[src/shared/pcs_pkg.sv]
// Purpose: constants of the control and status pin block
// Assumes: mclk_i at 10 MHz, one aligned 32-bit word per register
// Notes: register offsets are byte addresses on the AHB-Lite slave
package pcs_pkg;
   localparam int CLK_HZ = 10000000;
   localparam int RST_MIN_NS = 1000;
   localparam int RST_MIN_CYC = (RST_MIN_NS * (CLK_HZ / 1000000) + 999) / 1000;
   localparam int HOLD_MS = 500;
   localparam int HOLD_CYC = HOLD_MS * (CLK_HZ / 1000);
   localparam logic [7:0] ADDR_CTRL = 8'h00;
   localparam logic [7:0] ADDR_STATUS = 8'h04;
   localparam logic [7:0] ADDR_MASK = 8'h08;
   localparam logic [7:0] ADDR_CAUSE = 8'h0c;
   localparam logic [7:0] ADDR_STRAP = 8'h10;
   localparam logic [7:0] ADDR_IOSEL = 8'h14;
   localparam logic [7:0] ADDR_STATE = 8'h18;
   // control fields
   localparam int CTRL_INT_ROLE = 0;
   localparam int CTRL_SW_PDOWN = 1;
   localparam logic [1:0] CTRL_RESET = 2'h0;
   // status and mask fields
   localparam int EV_W = 4;
   localparam int EV_SUPPLY = 0;
   localparam int EV_LINK = 1;
   localparam int EV_PDREQ = 2;
   localparam int EV_CHIPRST = 3;
   localparam logic [EV_W-1:0] MASK_RESET = 4'h0;
   // io function select codes
   localparam logic [1:0] IOSEL_ACTIVITY = 2'h0;
   localparam logic [1:0] IOSEL_OUT_LOW = 2'h1;
   localparam logic [1:0] IOSEL_OUT_HIGH = 2'h2;
   localparam logic [1:0] IOSEL_INPUT = 2'h3;
   localparam logic [1:0] IOSEL_RESET = 2'h0;
   typedef enum logic [2:0] {
      PCS_RUN = 3'b001,
      PCS_PDOWN = 3'b010,
      PCS_HOLD_INT = 3'b100
   } pcs_state_t;
endpackage

[src/rtl/pcs_pins.sv]
// Purpose: control and status pin logic with an AHB-Lite register slave
// Assumes: all pin inputs are asynchronous to mclk_i
// Notes: open-drain pins drive low only; oe high means driving
//
// The placing of the registers and the AHB-Lite interface to the registers were decided locally.
module pcs_pins
   import pcs_pkg::*;
#(
   parameter int HOLD_CYCLES = HOLD_CYC
) (
   input wire logic mclk_i,
   input wire logic sys_rst_i,
   // ahb-lite slave
   input wire logic hsel_i,
   input wire logic [7:0] haddr_i,
   input wire logic [1:0] htrans_i,
   input wire logic hwrite_i,
   input wire logic [2:0] hsize_i,
   input wire logic [31:0] hwdata_i,
   input wire logic hready_i,
   output logic [31:0] hrdata_o,
   output logic hreadyout_o,
   output logic hresp_o,
   // pins
   input wire logic chip_reset_n_i,
   input wire logic mgmt_write_block_i,
   input wire logic supply_fault_i,
   input wire logic link_good_i,
   input wire logic link_gigabit_i,
   input wire logic activity_i,
   input wire logic low_power_request_n_i,
   output logic low_power_request_n_o,
   output logic low_power_request_n_oe_o,
   output logic supply_current_alarm_n_o,
   output logic supply_current_alarm_n_oe_o,
   input wire logic activity_indicator_i,
   output logic activity_indicator_o,
   output logic activity_indicator_oe_o,
   input wire logic gigabit_link_indicator_i,
   output logic gigabit_link_indicator_o,
   output logic gigabit_link_indicator_oe_o,
   input wire logic link_good_indicator_i,
   output logic link_good_indicator_o,
   output logic link_good_indicator_oe_o,
   output logic power_down_o,
   output logic irq_o
);
   ////////////////////////////////////////////////////////////////////////////
   // pin synchronisers
   logic [8:0] pins_raw;
   logic [8:0] pins_s;
   logic rst_n_s;
   logic wblock_s;
   logic sfault_s;
   logic lgood_s;
   logic lgig_s;
   logic act_s;
   logic pdreq_n_s;
   logic act_pin_s;
   logic straps_s;
   assign pins_raw = {low_power_request_n_i, activity_indicator_i, activity_i, link_gigabit_i,
                      link_good_i, supply_fault_i, mgmt_write_block_i, chip_reset_n_i,
                      1'b0};
   pcs_sync #(
      .W(9),
      .INIT(9'h102)
   ) u_sync (
      .mclk_i(mclk_i),
      .sys_rst_i(sys_rst_i),
      .async_i(pins_raw),
      .sync_o(pins_s)
   );
   assign rst_n_s = pins_s[1];
   assign wblock_s = pins_s[2];
   assign sfault_s = pins_s[3];
   assign lgood_s = pins_s[4];
   assign lgig_s = pins_s[5];
   assign act_s = pins_s[6];
   assign act_pin_s = pins_s[7];
   assign pdreq_n_s = pins_s[8];
   assign straps_s = pins_s[0];

   logic [2:0] led_s;
   pcs_sync #(
      .W(3),
      .INIT(3'h0)
   ) u_sync_led (
      .mclk_i(mclk_i),
      .sys_rst_i(sys_rst_i),
      .async_i({activity_indicator_i, gigabit_link_indicator_i, link_good_indicator_i}),
      .sync_o(led_s)
   );

   ////////////////////////////////////////////////////////////////////////////
   // chip reset pulse qualification
   logic [3:0] rst_low_cnt;
   logic chip_rst_q;
   logic chip_rst_done;
   logic soft_rst;
   always_ff @(posedge mclk_i) begin
      if (sys_rst_i) begin
         rst_low_cnt <= 4'h0;
      end else if (rst_n_s) begin
         rst_low_cnt <= 4'h0;
      end else if (rst_low_cnt != 4'(RST_MIN_CYC)) begin
         rst_low_cnt <= rst_low_cnt + 4'h1;
      end
   end
   assign chip_rst_q = (rst_low_cnt == 4'(RST_MIN_CYC));
   assign soft_rst = sys_rst_i | chip_rst_q;
   logic chip_rst_d;
   always_ff @(posedge mclk_i) begin
      if (sys_rst_i) begin
         chip_rst_d <= 1'b1;
      end else begin
         chip_rst_d <= chip_rst_q;
      end
   end
   assign chip_rst_done = chip_rst_d & ~chip_rst_q;

   ////////////////////////////////////////////////////////////////////////////
   // straps
   logic [2:0] strap_led;
   logic strap_wblock;
   logic [2:0] rst_hist;
   logic strap_take;
   logic strap_done;
   always_ff @(posedge mclk_i) begin
      if (sys_rst_i) begin
         rst_hist <= 3'h7;
      end else begin
         rst_hist <= {rst_hist[1:0], soft_rst};
      end
   end
   // two edges after release, so the strap levels have crossed the synchronisers
   assign strap_take = (rst_hist == 3'h4) & ~soft_rst;
   // led pins and write block sampled
   always_ff @(posedge mclk_i) begin
      if (sys_rst_i) begin
         strap_led <= 3'h0;
         strap_wblock <= 1'b0;
      end else if (strap_take) begin
         strap_led <= led_s;
         strap_wblock <= wblock_s;
      end
   end
   // indicators stay released until the straps are taken
   always_ff @(posedge mclk_i) begin
      if (soft_rst) begin
         strap_done <= 1'b0;
      end else if (strap_take) begin
         strap_done <= 1'b1;
      end
   end

   ////////////////////////////////////////////////////////////////////////////
   // ahb-lite slave
   logic dp_valid;
   logic dp_write;
   logic [7:0] dp_addr;
   logic req;
   logic wr_en;
   logic rd_en;
   assign req = hsel_i & hready_i & htrans_i[1];
   always_ff @(posedge mclk_i) begin
      if (soft_rst) begin
         dp_valid <= 1'b0;
         dp_write <= 1'b0;
         dp_addr <= 8'h0;
      end else begin
         dp_valid <= req;
         dp_write <= hwrite_i;
         dp_addr <= haddr_i;
      end
   end
   // writes blocked at 1
   // writes before the strap sample are dropped
   assign wr_en = dp_valid & dp_write & strap_done & ~strap_wblock;
   assign rd_en = dp_valid & ~dp_write;
   assign hreadyout_o = 1'b1;
   assign hresp_o = 1'b0;

   logic wr_ctrl;
   logic wr_mask;
   logic wr_iosel;
   logic rd_status;
   assign wr_ctrl = wr_en && (dp_addr == ADDR_CTRL);
   assign wr_mask = wr_en && (dp_addr == ADDR_MASK);
   assign wr_iosel = wr_en && (dp_addr == ADDR_IOSEL);
   assign rd_status = rd_en && (dp_addr == ADDR_STATUS);

   ////////////////////////////////////////////////////////////////////////////
   // registers
   logic [1:0] ctrl;
   logic [EV_W-1:0] mask;
   logic [1:0] iosel;
   always_ff @(posedge mclk_i) begin
      if (soft_rst) begin
         ctrl <= CTRL_RESET;
         mask <= MASK_RESET;
         iosel <= IOSEL_RESET;
      end else begin
         if (wr_ctrl) begin
            ctrl <= hwdata_i[1:0];
         end
         if (wr_mask) begin
            mask <= hwdata_i[EV_W-1:0];
         end
         if (wr_iosel) begin
            iosel <= hwdata_i[1:0];
         end
      end
   end

   ////////////////////////////////////////////////////////////////////////////
   // events
   logic [EV_W-1:0] ev;
   logic [EV_W-1:0] status;
   logic [EV_W-1:0] cause;
   logic lgood_d;
   logic pdreq_d;
   logic pd_pin_role;
   always_ff @(posedge mclk_i) begin
      if (soft_rst) begin
         lgood_d <= 1'b0;
         pdreq_d <= 1'b1;
      end else begin
         lgood_d <= lgood_s;
         pdreq_d <= pdreq_n_s;
      end
   end
   // with writes blocked the shared pin can only serve as the interrupt
   assign pd_pin_role = ~ctrl[CTRL_INT_ROLE] & ~strap_wblock;
   assign ev[EV_SUPPLY] = sfault_s & ~power_down_o;
   assign ev[EV_LINK] = lgood_s ^ lgood_d;
   assign ev[EV_PDREQ] = pd_pin_role & pdreq_d & ~pdreq_n_s;
   assign ev[EV_CHIPRST] = chip_rst_done;
   // sticky status bits, set beats read clear; cause keeps the last event set
   always_ff @(posedge mclk_i) begin
      if (sys_rst_i) begin
         status <= '0;
         cause <= '0;
      end else begin
         status <= (rd_status ? '0 : status) | ev;
         if (|ev) begin
            cause <= ev;
         end
      end
   end
   logic int_pending;
   assign int_pending = |(status & mask);

   ////////////////////////////////////////////////////////////////////////////
   // power state machine
   pcs_state_t state;
   pcs_state_t next_state;
   logic hold_start;
   logic hold_busy;
   logic pd_req;
   assign pd_req = (pd_pin_role & ~pdreq_n_s) | ctrl[CTRL_SW_PDOWN];
   assign hold_start = strap_wblock & (|ev) & (state == PCS_RUN);
   always_comb begin
      next_state = state;
      case (state)
         PCS_RUN: begin
            if (hold_start) begin
               next_state = PCS_HOLD_INT;
            end else if (pd_req) begin
               next_state = PCS_PDOWN;
            end
         end
         PCS_PDOWN: begin
            if (!pd_req) begin
               next_state = PCS_RUN;
            end
         end
         PCS_HOLD_INT: begin
            if (!hold_busy) begin
               next_state = PCS_RUN;
            end
         end
         default: begin
            next_state = PCS_RUN;
         end
      endcase
   end
   always_ff @(posedge mclk_i) begin
      if (soft_rst) begin
         state <= PCS_RUN;
      end else begin
         state <= next_state;
      end
   end
   pcs_hold_timer #(
      .CYC(HOLD_CYCLES)
   ) u_hold (
      .mclk_i(mclk_i),
      .sys_rst_i(soft_rst),
      .start_i(hold_start),
      .busy_o(hold_busy)
   );
   assign power_down_o = (state == PCS_PDOWN);
   assign irq_o = int_pending;

   ////////////////////////////////////////////////////////////////////////////
   // pin drivers
   logic int_drive;
   logic alarm_drive;
   logic [2:0] led_val;
   assign int_drive = strap_wblock ? (state == PCS_HOLD_INT) : (~pd_pin_role & int_pending);
   assign alarm_drive = sfault_s & ~power_down_o;
   always_ff @(posedge mclk_i) begin
      if (soft_rst) begin
         led_val <= 3'h0;
         low_power_request_n_oe_o <= 1'b0;
         supply_current_alarm_n_oe_o <= 1'b0;
      end else begin
         led_val[0] <= lgood_s;
         led_val[1] <= lgood_s & lgig_s;
         led_val[2] <= (iosel == IOSEL_ACTIVITY) ? act_s : (iosel == IOSEL_OUT_HIGH);
         low_power_request_n_oe_o <= int_drive;
         supply_current_alarm_n_oe_o <= alarm_drive;
      end
   end
   assign low_power_request_n_o = 1'b0;
   assign supply_current_alarm_n_o = 1'b0;
   assign link_good_indicator_o = led_val[0];
   assign gigabit_link_indicator_o = led_val[1];
   assign activity_indicator_o = led_val[2];
   assign link_good_indicator_oe_o = strap_done;
   assign gigabit_link_indicator_oe_o = strap_done;
   assign activity_indicator_oe_o = strap_done & (iosel != IOSEL_INPUT);

   ////////////////////////////////////////////////////////////////////////////
   // read data
   logic [31:0] rdata;
   assign rdata = (dp_addr == ADDR_CTRL) ? {30'h0, ctrl} :
                  (dp_addr == ADDR_STATUS) ? {28'h0, status} :
                  (dp_addr == ADDR_MASK) ? {28'h0, mask} :
                  (dp_addr == ADDR_CAUSE) ? {28'h0, cause} :
                  (dp_addr == ADDR_STRAP) ? {28'h0, strap_wblock, strap_led} :
                  (dp_addr == ADDR_IOSEL) ? {29'h0, act_pin_s, iosel} :
                  (dp_addr == ADDR_STATE) ? {27'h0, straps_s, pdreq_n_s, state} :
                  32'h0;
   assign hrdata_o = rd_en ? rdata : 32'h0;
endmodule

[src/rtl/pcs_sync.sv]
// Purpose: two flip-flop synchroniser per bit
// Assumes: inputs come from pins outside the mclk_i domain
// Notes: first stage is read only by the second stage
module pcs_sync #(
   parameter int W = 1,
   parameter logic [W-1:0] INIT = '0
) (
   input wire logic mclk_i,
   input wire logic sys_rst_i,
   input wire logic [W-1:0] async_i,
   output logic [W-1:0] sync_o
);
   logic [W-1:0] stage1;
   always_ff @(posedge mclk_i) begin
      if (sys_rst_i) begin
         stage1 <= INIT;
         sync_o <= INIT;
      end else begin
         stage1 <= async_i;
         sync_o <= stage1;
      end
   end
endmodule

[src/rtl/pcs_hold_timer.sv]
// Purpose: one-shot down counter for the self-clearing interrupt
// Assumes: start is a one-cycle pulse
// Notes: busy stays high for exactly CYC cycles after start
module pcs_hold_timer #(
   parameter int CYC = 5000000
) (
   input wire logic mclk_i,
   input wire logic sys_rst_i,
   input wire logic start_i,
   output logic busy_o
);
   logic [31:0] count;
   always_ff @(posedge mclk_i) begin
      if (sys_rst_i) begin
         count <= 32'h0;
      end else if (start_i) begin
         count <= 32'(CYC);
      end else if (count != 32'h0) begin
         count <= count - 32'h1;
      end
   end
   assign busy_o = (count != 32'h0);
endmodule

[config.mk]
export PLATFORM = sky130hd
export DESIGN_NAME = pcs_pins
export DESIGN_NICKNAME = d
export VERILOG_FILES = /design/src/shared/pcs_pkg.sv /design/src/rtl/pcs_pins.sv /design/src/rtl/pcs_sync.sv /design/src/rtl/pcs_hold_timer.sv
export SDC_FILE = /design/constraint.sdc
export NUM_CORES = 1
export LEC_CHECK = 0
export BUFFER_PORTS_ARGS = -buffer_cell sky130_fd_sc_hd__buf_2
export CAP_MARGIN = 20
export CORE_ASPECT_RATIO = 1.1
export CORE_MARGIN = 4
export CORE_UTILIZATION = 50
export DETAILED_ROUTE_END_ITERATION = 7
export MAX_ROUTING_LAYER = met4
export PLACE_DENSITY = 0.75
export SYNTH_ARGS = -nofsm -noshare
export SYNTH_HDL_FRONTEND = slang
export SYNTH_SLANG_ARGS = --single-unit
[constraint.sdc]
create_clock -name mclk_i -period 5.4 [get_ports mclk_i]
set_input_delay 1.08 -clock mclk_i [delete_from_list [all_inputs] [get_ports mclk_i]]
set_output_delay 1.08 -clock mclk_i [all_outputs]
set_load 0.02 [all_outputs]
* Word level (Yosys, flattened, before mapping)
Index checks and enable logic that the tools add are counted.
** Storage, ports and cells
- Bits in registers :: 105
- Input port bits :: 60
** Cells by class
- Bitwise logic cells :: 31
- Reduce and logical (&&, ||, !) cells :: 13
- Eq/ne operators :: 17
- Add/subtract/negate cells :: 2
- Mux-type cells :: 18
** Operators with widths (count)
- 2-to-1 mux 23 bit :: 2
- 2-to-1 mux 5 bit :: 8
- nonzero test 32 bit :: 1
- subtractor 32 x 1 -> 32 bit, second input constant :: 1
- == test 8 x 5 -> 1 bit, second input constant :: 3
- bitwise AND 1 bit :: 18
- == test 8 x 4 -> 1 bit, second input constant :: 2
- 2-to-1 mux 3 bit :: 4
- case mux 3 bit (3 select lines) :: 1
- == test 8 x 3 -> 1 bit, second input constant :: 1
- zero test 8 bit :: 1
- NOT 1 bit :: 8
- OR reduction 4 bit :: 2
- == test 3 bit, second input constant :: 2
- inequality test 2 bit, second input constant :: 3
- adder 4 x 1 -> 4 bit, second input constant :: 1
- bitwise AND 4 bit :: 1
- == test 4 bit, second input constant :: 1
- logical AND 1 bit :: 4
- 2-to-1 mux 4 bit :: 1
- inequality test 4 bit, second input constant :: 1
- bitwise OR 4 bit :: 1
- OR reduction 2 bit :: 2
- == test 3 x 1 -> 1 bit, second input constant :: 1
- other kinds (9) :: 11

* Longest topological paths before layout
- Depth in word-level cells :: 9
- Mapped depth :: 9
- Gate-level depth less buffers :: 7

* By module
From an unflattened synthesis, not the netlist that was laid out.
** Unflattened totals
- Cells, all modules :: 500
- Area total of the unflattened synthesis :: 4654.5 um^2
** Modules (own cells, without submodules)
- pcs_pins :: instances 1, area each 2381.0 um^2, cells each 265
- pcs_hold_timer :: instances 1, area each 1621.6 um^2, cells each 186
- pcs_sync (u_sync) :: instances 1, area each 494.2 um^2, cells each 37
- pcs_sync (u_sync_led) :: instances 1, area each 157.7 um^2, cells each 12

* Worst setup path before layout
No wires, ideal clock.
- Path type :: reg-to-output
- From :: register dp_addr[4]
- To :: output port hrdata_o[3]
- Path slack :: 2.080 ns
- Data arrival time :: 2.240 ns
- Required time :: 4.320 ns
- Path buffers :: 1
- Cell stages (with the launch flop) :: 6
- Path through :: dfxtp_1 > clkbuf_1 > nor2b_1 > a22oi_1 > o22a_1 > a2111oi_0
** On the way
- Cells in the longest elaborated chain, start to end :: 9
** Ends and longest elaborated chain
- start, declared :: line pcs_pins.sv:160 : logic [7:0] dp_addr;
- start signal, assigned :: line pcs_pins.sv:173 : dp_addr <= haddr_i;
- == test 8 x 5 -> 1 bit :: line pcs_pins.sv:343 : (dp_addr == ADDR_STATE) ? {27'h0, straps_s, pdreq_n_s, state} :
- 2-to-1 mux 5 bit :: line pcs_pins.sv:343
- 2-to-1 mux 5 bit :: line pcs_pins.sv:342 : (dp_addr == ADDR_IOSEL) ? {29'h0, act_pin_s, iosel} :
- 2-to-1 mux 5 bit :: line pcs_pins.sv:341 : (dp_addr == ADDR_STRAP) ? {28'h0, strap_wblock, strap_led} :
- 2-to-1 mux 5 bit :: line pcs_pins.sv:340 : (dp_addr == ADDR_CAUSE) ? {28'h0, cause} :
- 2-to-1 mux 5 bit :: line pcs_pins.sv:339 : (dp_addr == ADDR_MASK) ? {28'h0, mask} :
- 2-to-1 mux 5 bit :: line pcs_pins.sv:338 : (dp_addr == ADDR_STATUS) ? {28'h0, status} :
- 2-to-1 mux 5 bit * :: line pcs_pins.sv:337 : assign rdata = (dp_addr == ADDR_CTRL) ? {30'h0, ctrl} :
- 2-to-1 mux 5 bit * :: line pcs_pins.sv:345 : assign hrdata_o = rd_en ? rdata : 32'h0;
- end, declared :: line pcs_pins.sv:21 : output logic [31:0] hrdata_o,
Every way passes the cells marked *; elsewhere a longest branch is shown, timed or not.

* Worst setup path in the final report
- From :: register dp_addr[0]
- To :: output port hrdata_o[0]
Same word-level chain as after synthesis.

==> reports/metrics.yaml <==
final_layout:
  syn_to_final_growth_pct: 7.44
  finish.utilization: 0.559
  fillerInstances: 797
  layout-drive-gt1-share: 0.157
  fin_cells: 632
  seq_area_sq_mm: 0.00200
  multi_input_area_sq_mm: 0.00217
  final_nets: 580
  diodes: 0
cts:
  cts_htree_levels: 3
  cts_root_buf: "clkbuf_8"
  cts_setup_buffers: 0
  cts_made_buffers: 9
  postCtsHoldBufs: 0
  cts_buffer_depth: 2
  cts_sinks: 100
  cts.clk_slew.worst_paths_ns: 0.11
  post_cts_resized: 0
  cts_tree: "done"
  clk_latency_ns: 0.37
logic_synthesis:
  netlist_area_sq_mm: 0.00442
  syn_area_per_cell_sq_um: 9.16
  yosysWarnings: 0
  syn_inst: 483
  ys_ff_latch: 100
  synth_top_area_frac: 0.452
  async_flop_share: 0
  yosysTopAreaCell: "dfxtp_1"
  seq_area_frac_synth: 0.452
  post_synth_num_cell_types: 54
  synth_edf_count: 0
  synthTopCellsByArea: "dfxtp_1 45%, buf_4 5.6%, a21oi_1 4.3%, or4_1 3.4%, nor2b_1 3.0%"
  synth_flop_cell: "dfxtp_1"
power_and_ir_drop:
  power_frac_seq: 0.393
  combPwrFrac: 0.429
  p_per_area_mw_per_mm2: 527
  p_sw_mw: 1.08
  power.share.clock: 0.178
  peakVddDrop_uv: 262
  total_leakage_power_nw: 1.90
  p_int_mw: 1.42
  swShare: 0.432
worst_setup_path:
  r2r_start: "rst_low_cnt[0]"
  critPathLaunchType: "register"
  crit_arrival_ns: 2.58
  critPathLaunch: "dp_addr[0]"
  cp_top_family: "simple AND/OR/NAND/NOR gates"
  endpoint_kind: "primary output"
  path_cells: "nor4_1, or4b_2, or2_2, o221a_2, buf_2"
  critical_path.max_stage_delay_ns: 0.70
  worstPathRequired_ns: 4.32
  path_class: "reg -> out"
  critPathBufInv: 1
  cp_max_fo: 5
  timing.critical_path.slowest_stage_cell: "or4b_2"
global_routing:
  grt_pass1_wl_microns: 14700
  grt-ovfl-total: 0
  grt_max_degree: 41
  antenna_found_initial: 0
  grt_pass1_vias: 3315
  use_met3: 0.0481
  grt.busiest_layer: "met2"
  grt_use_met1: 0.205
  use_met2: 0.296
  grtUsageTotal: 0.176
floorplanning:
  die_w_microns: 97.7
  die-area_sq_mm: 0.0104
  floorplan.initialDensity: 0.521
  core_sq_mm: 0.00850
  die_height_microns: 107
  fp-row-count: 35
  io_pins: 106
place:
  hpwl_microns: 6400
  gp_congestion: 0.867
  placed_cells: 616
  io_buffer_count: 41
detailed_routing:
  ant_nets: 0
  vias_per_cell: 5.57
  wl_per_cell_microns: 14.2
  drt_iter0_drc: 206
  routed_wl_microns: 8970
  firstDrtPassIters: 4
  detailroute.via_count: 3523
  drc: 0
timing:
  slew-limit-headroom: 0.434
  worstMarginPinSlew_ns: 0.849
  rsz0062_at_grt: "false"
  hold_viol: 0
  slew_violations: 0
  fin_skew_ns: 0.0163
  min_period_ns: 3.66
  period_share: 0.677
  setup_viol: 0
  max_freq_mhz: 273
  totalNegativeSetupSlack_ns: 0
  whs_ns: 0.418
min_path:
  hp-class: "reg -> reg"
  min-delay-start: "u_sync.stage1[1]"
run_status:
  status: "complete, no violations"
flow_run:
  cap_violations: 0
-- power by group through the flow --
stage	Combinational (mW)	Sequential, mW	Clock [mW]
2_1_floorplan	0.904	0.962	0
3_3_place_gp	1.02	0.987	0
3_5_place_dp	1.06	0.998	0
4_1_cts	1.07	0.981	0.461
5_1_grt	1.20	1.00	0.491
6_report	1.07	0.985	0.447
-- cells by family (layout without fill, tap and decap cells) --
| family | Yosys count | in the layout | synth area share |
|---|---|---|---|
| simple gates | 197 | 197 | 0.258 |
| flops | 100 | 100 | 0.452 |
| mux | 16 | 16 | 0.0373 |
| fa+ha+maj | 4 | 4 | 0.0113 |
| other cells | 2 | 32 | 0.00170 |
| compound gates | 96 | 96 | 0.144 |
| xor+xnor | 6 | 6 | 0.0119 |
| buf+inv | 62 | 70 | 0.0829 |
-- path summary, 6_finish.rpt --
path	to	slack, ns	cells past startpoint
setup / recovery	hrdata_o[0]	1.74	5
hold / removal	u_sync.sync_o[1]	0.42	1
setup reg to reg	state[1]	2.69	6
hold reg to reg	u_sync.sync_o[1]	0.42	1
-- cell usage after synthesis, drive strengths merged, types with 12 or more instances --
library cell / n
a21oi: 38
buf: 38
clkbuf: 13
dfxtp: 100
mux2i: 12
nand2: 25
nor2: 33
nor2b: 21
o31ai: 15
or3: 18
or4: 21
-- placed cells by master (no fill, tap or decap), drive strengths merged, types with 11 or more instances in the layout --
cell,instances
a21oi,38
and2,11
buf,43
conb,32
dfxtp,100
inv,15
mux2i,12
nand2,25
nor2,33
nor2b,21
nor3,11
o31ai,15
or3,18
or4,21
-- metrics by stage --
| stage | power [mW] | worst slack (ns) | cell area, sq um |
|---|---|---|---|
| final | 2.51 | 1.74 | 4750 |
| after global routing | 2.69 | 1.64 | 4750 |
| after CTS | 2.51 | 1.73 | 4750 |
| after detailed placement | 2.06 | 2.03 | 4570 |
| after global placement | 2.01 | 2.07 | 4570 |
| after floorplan | 1.87 | 2.08 | 4540 |
-- worst reg2reg max path: cells and delay by family, from the launching register on --
family / cells / cell delay [ns]
simple gates: 2 / 0.85
buf+inv: 2 / 0.70
compound gates: 1 / 0.47
flops: 1 / 0.37
fa+ha+maj: 1 / 0.21
-- flip-flops by register name, indices dropped and copies added (netlist names), 2 cells and up --
signal and count:
u_sync.stage1 8, mask 4, state 3, u_sync_led.sync_o 2, led_val 3, iosel 2, rst_low_cnt 4, ctrl 2
rst_hist 3, u_sync.sync_o 8, strap_led 3, dp_addr 8, status 4, u_sync_led.stage1 2, u_hold.count 32, cause 4
-- layer usage --
layer / part of all wire / routed length (microns)
met5: 0 / 0
met4: 0.012 / 106
met3: 0.046 / 415
met2: 0.50 / 4500
met1: 0.44 / 3950
-- layout make-up --
cell class	instances	share of cell area
clock buffer	10	0.0268
clock inverter	6	0.0116
inverter	11	0.00869
multi-input combinational	351	0.456
sequential	100	0.421
tap	111	0.0292
timing repair buffer	43	0.0463
No activity file was read; power rests on OpenSTA's default activity.
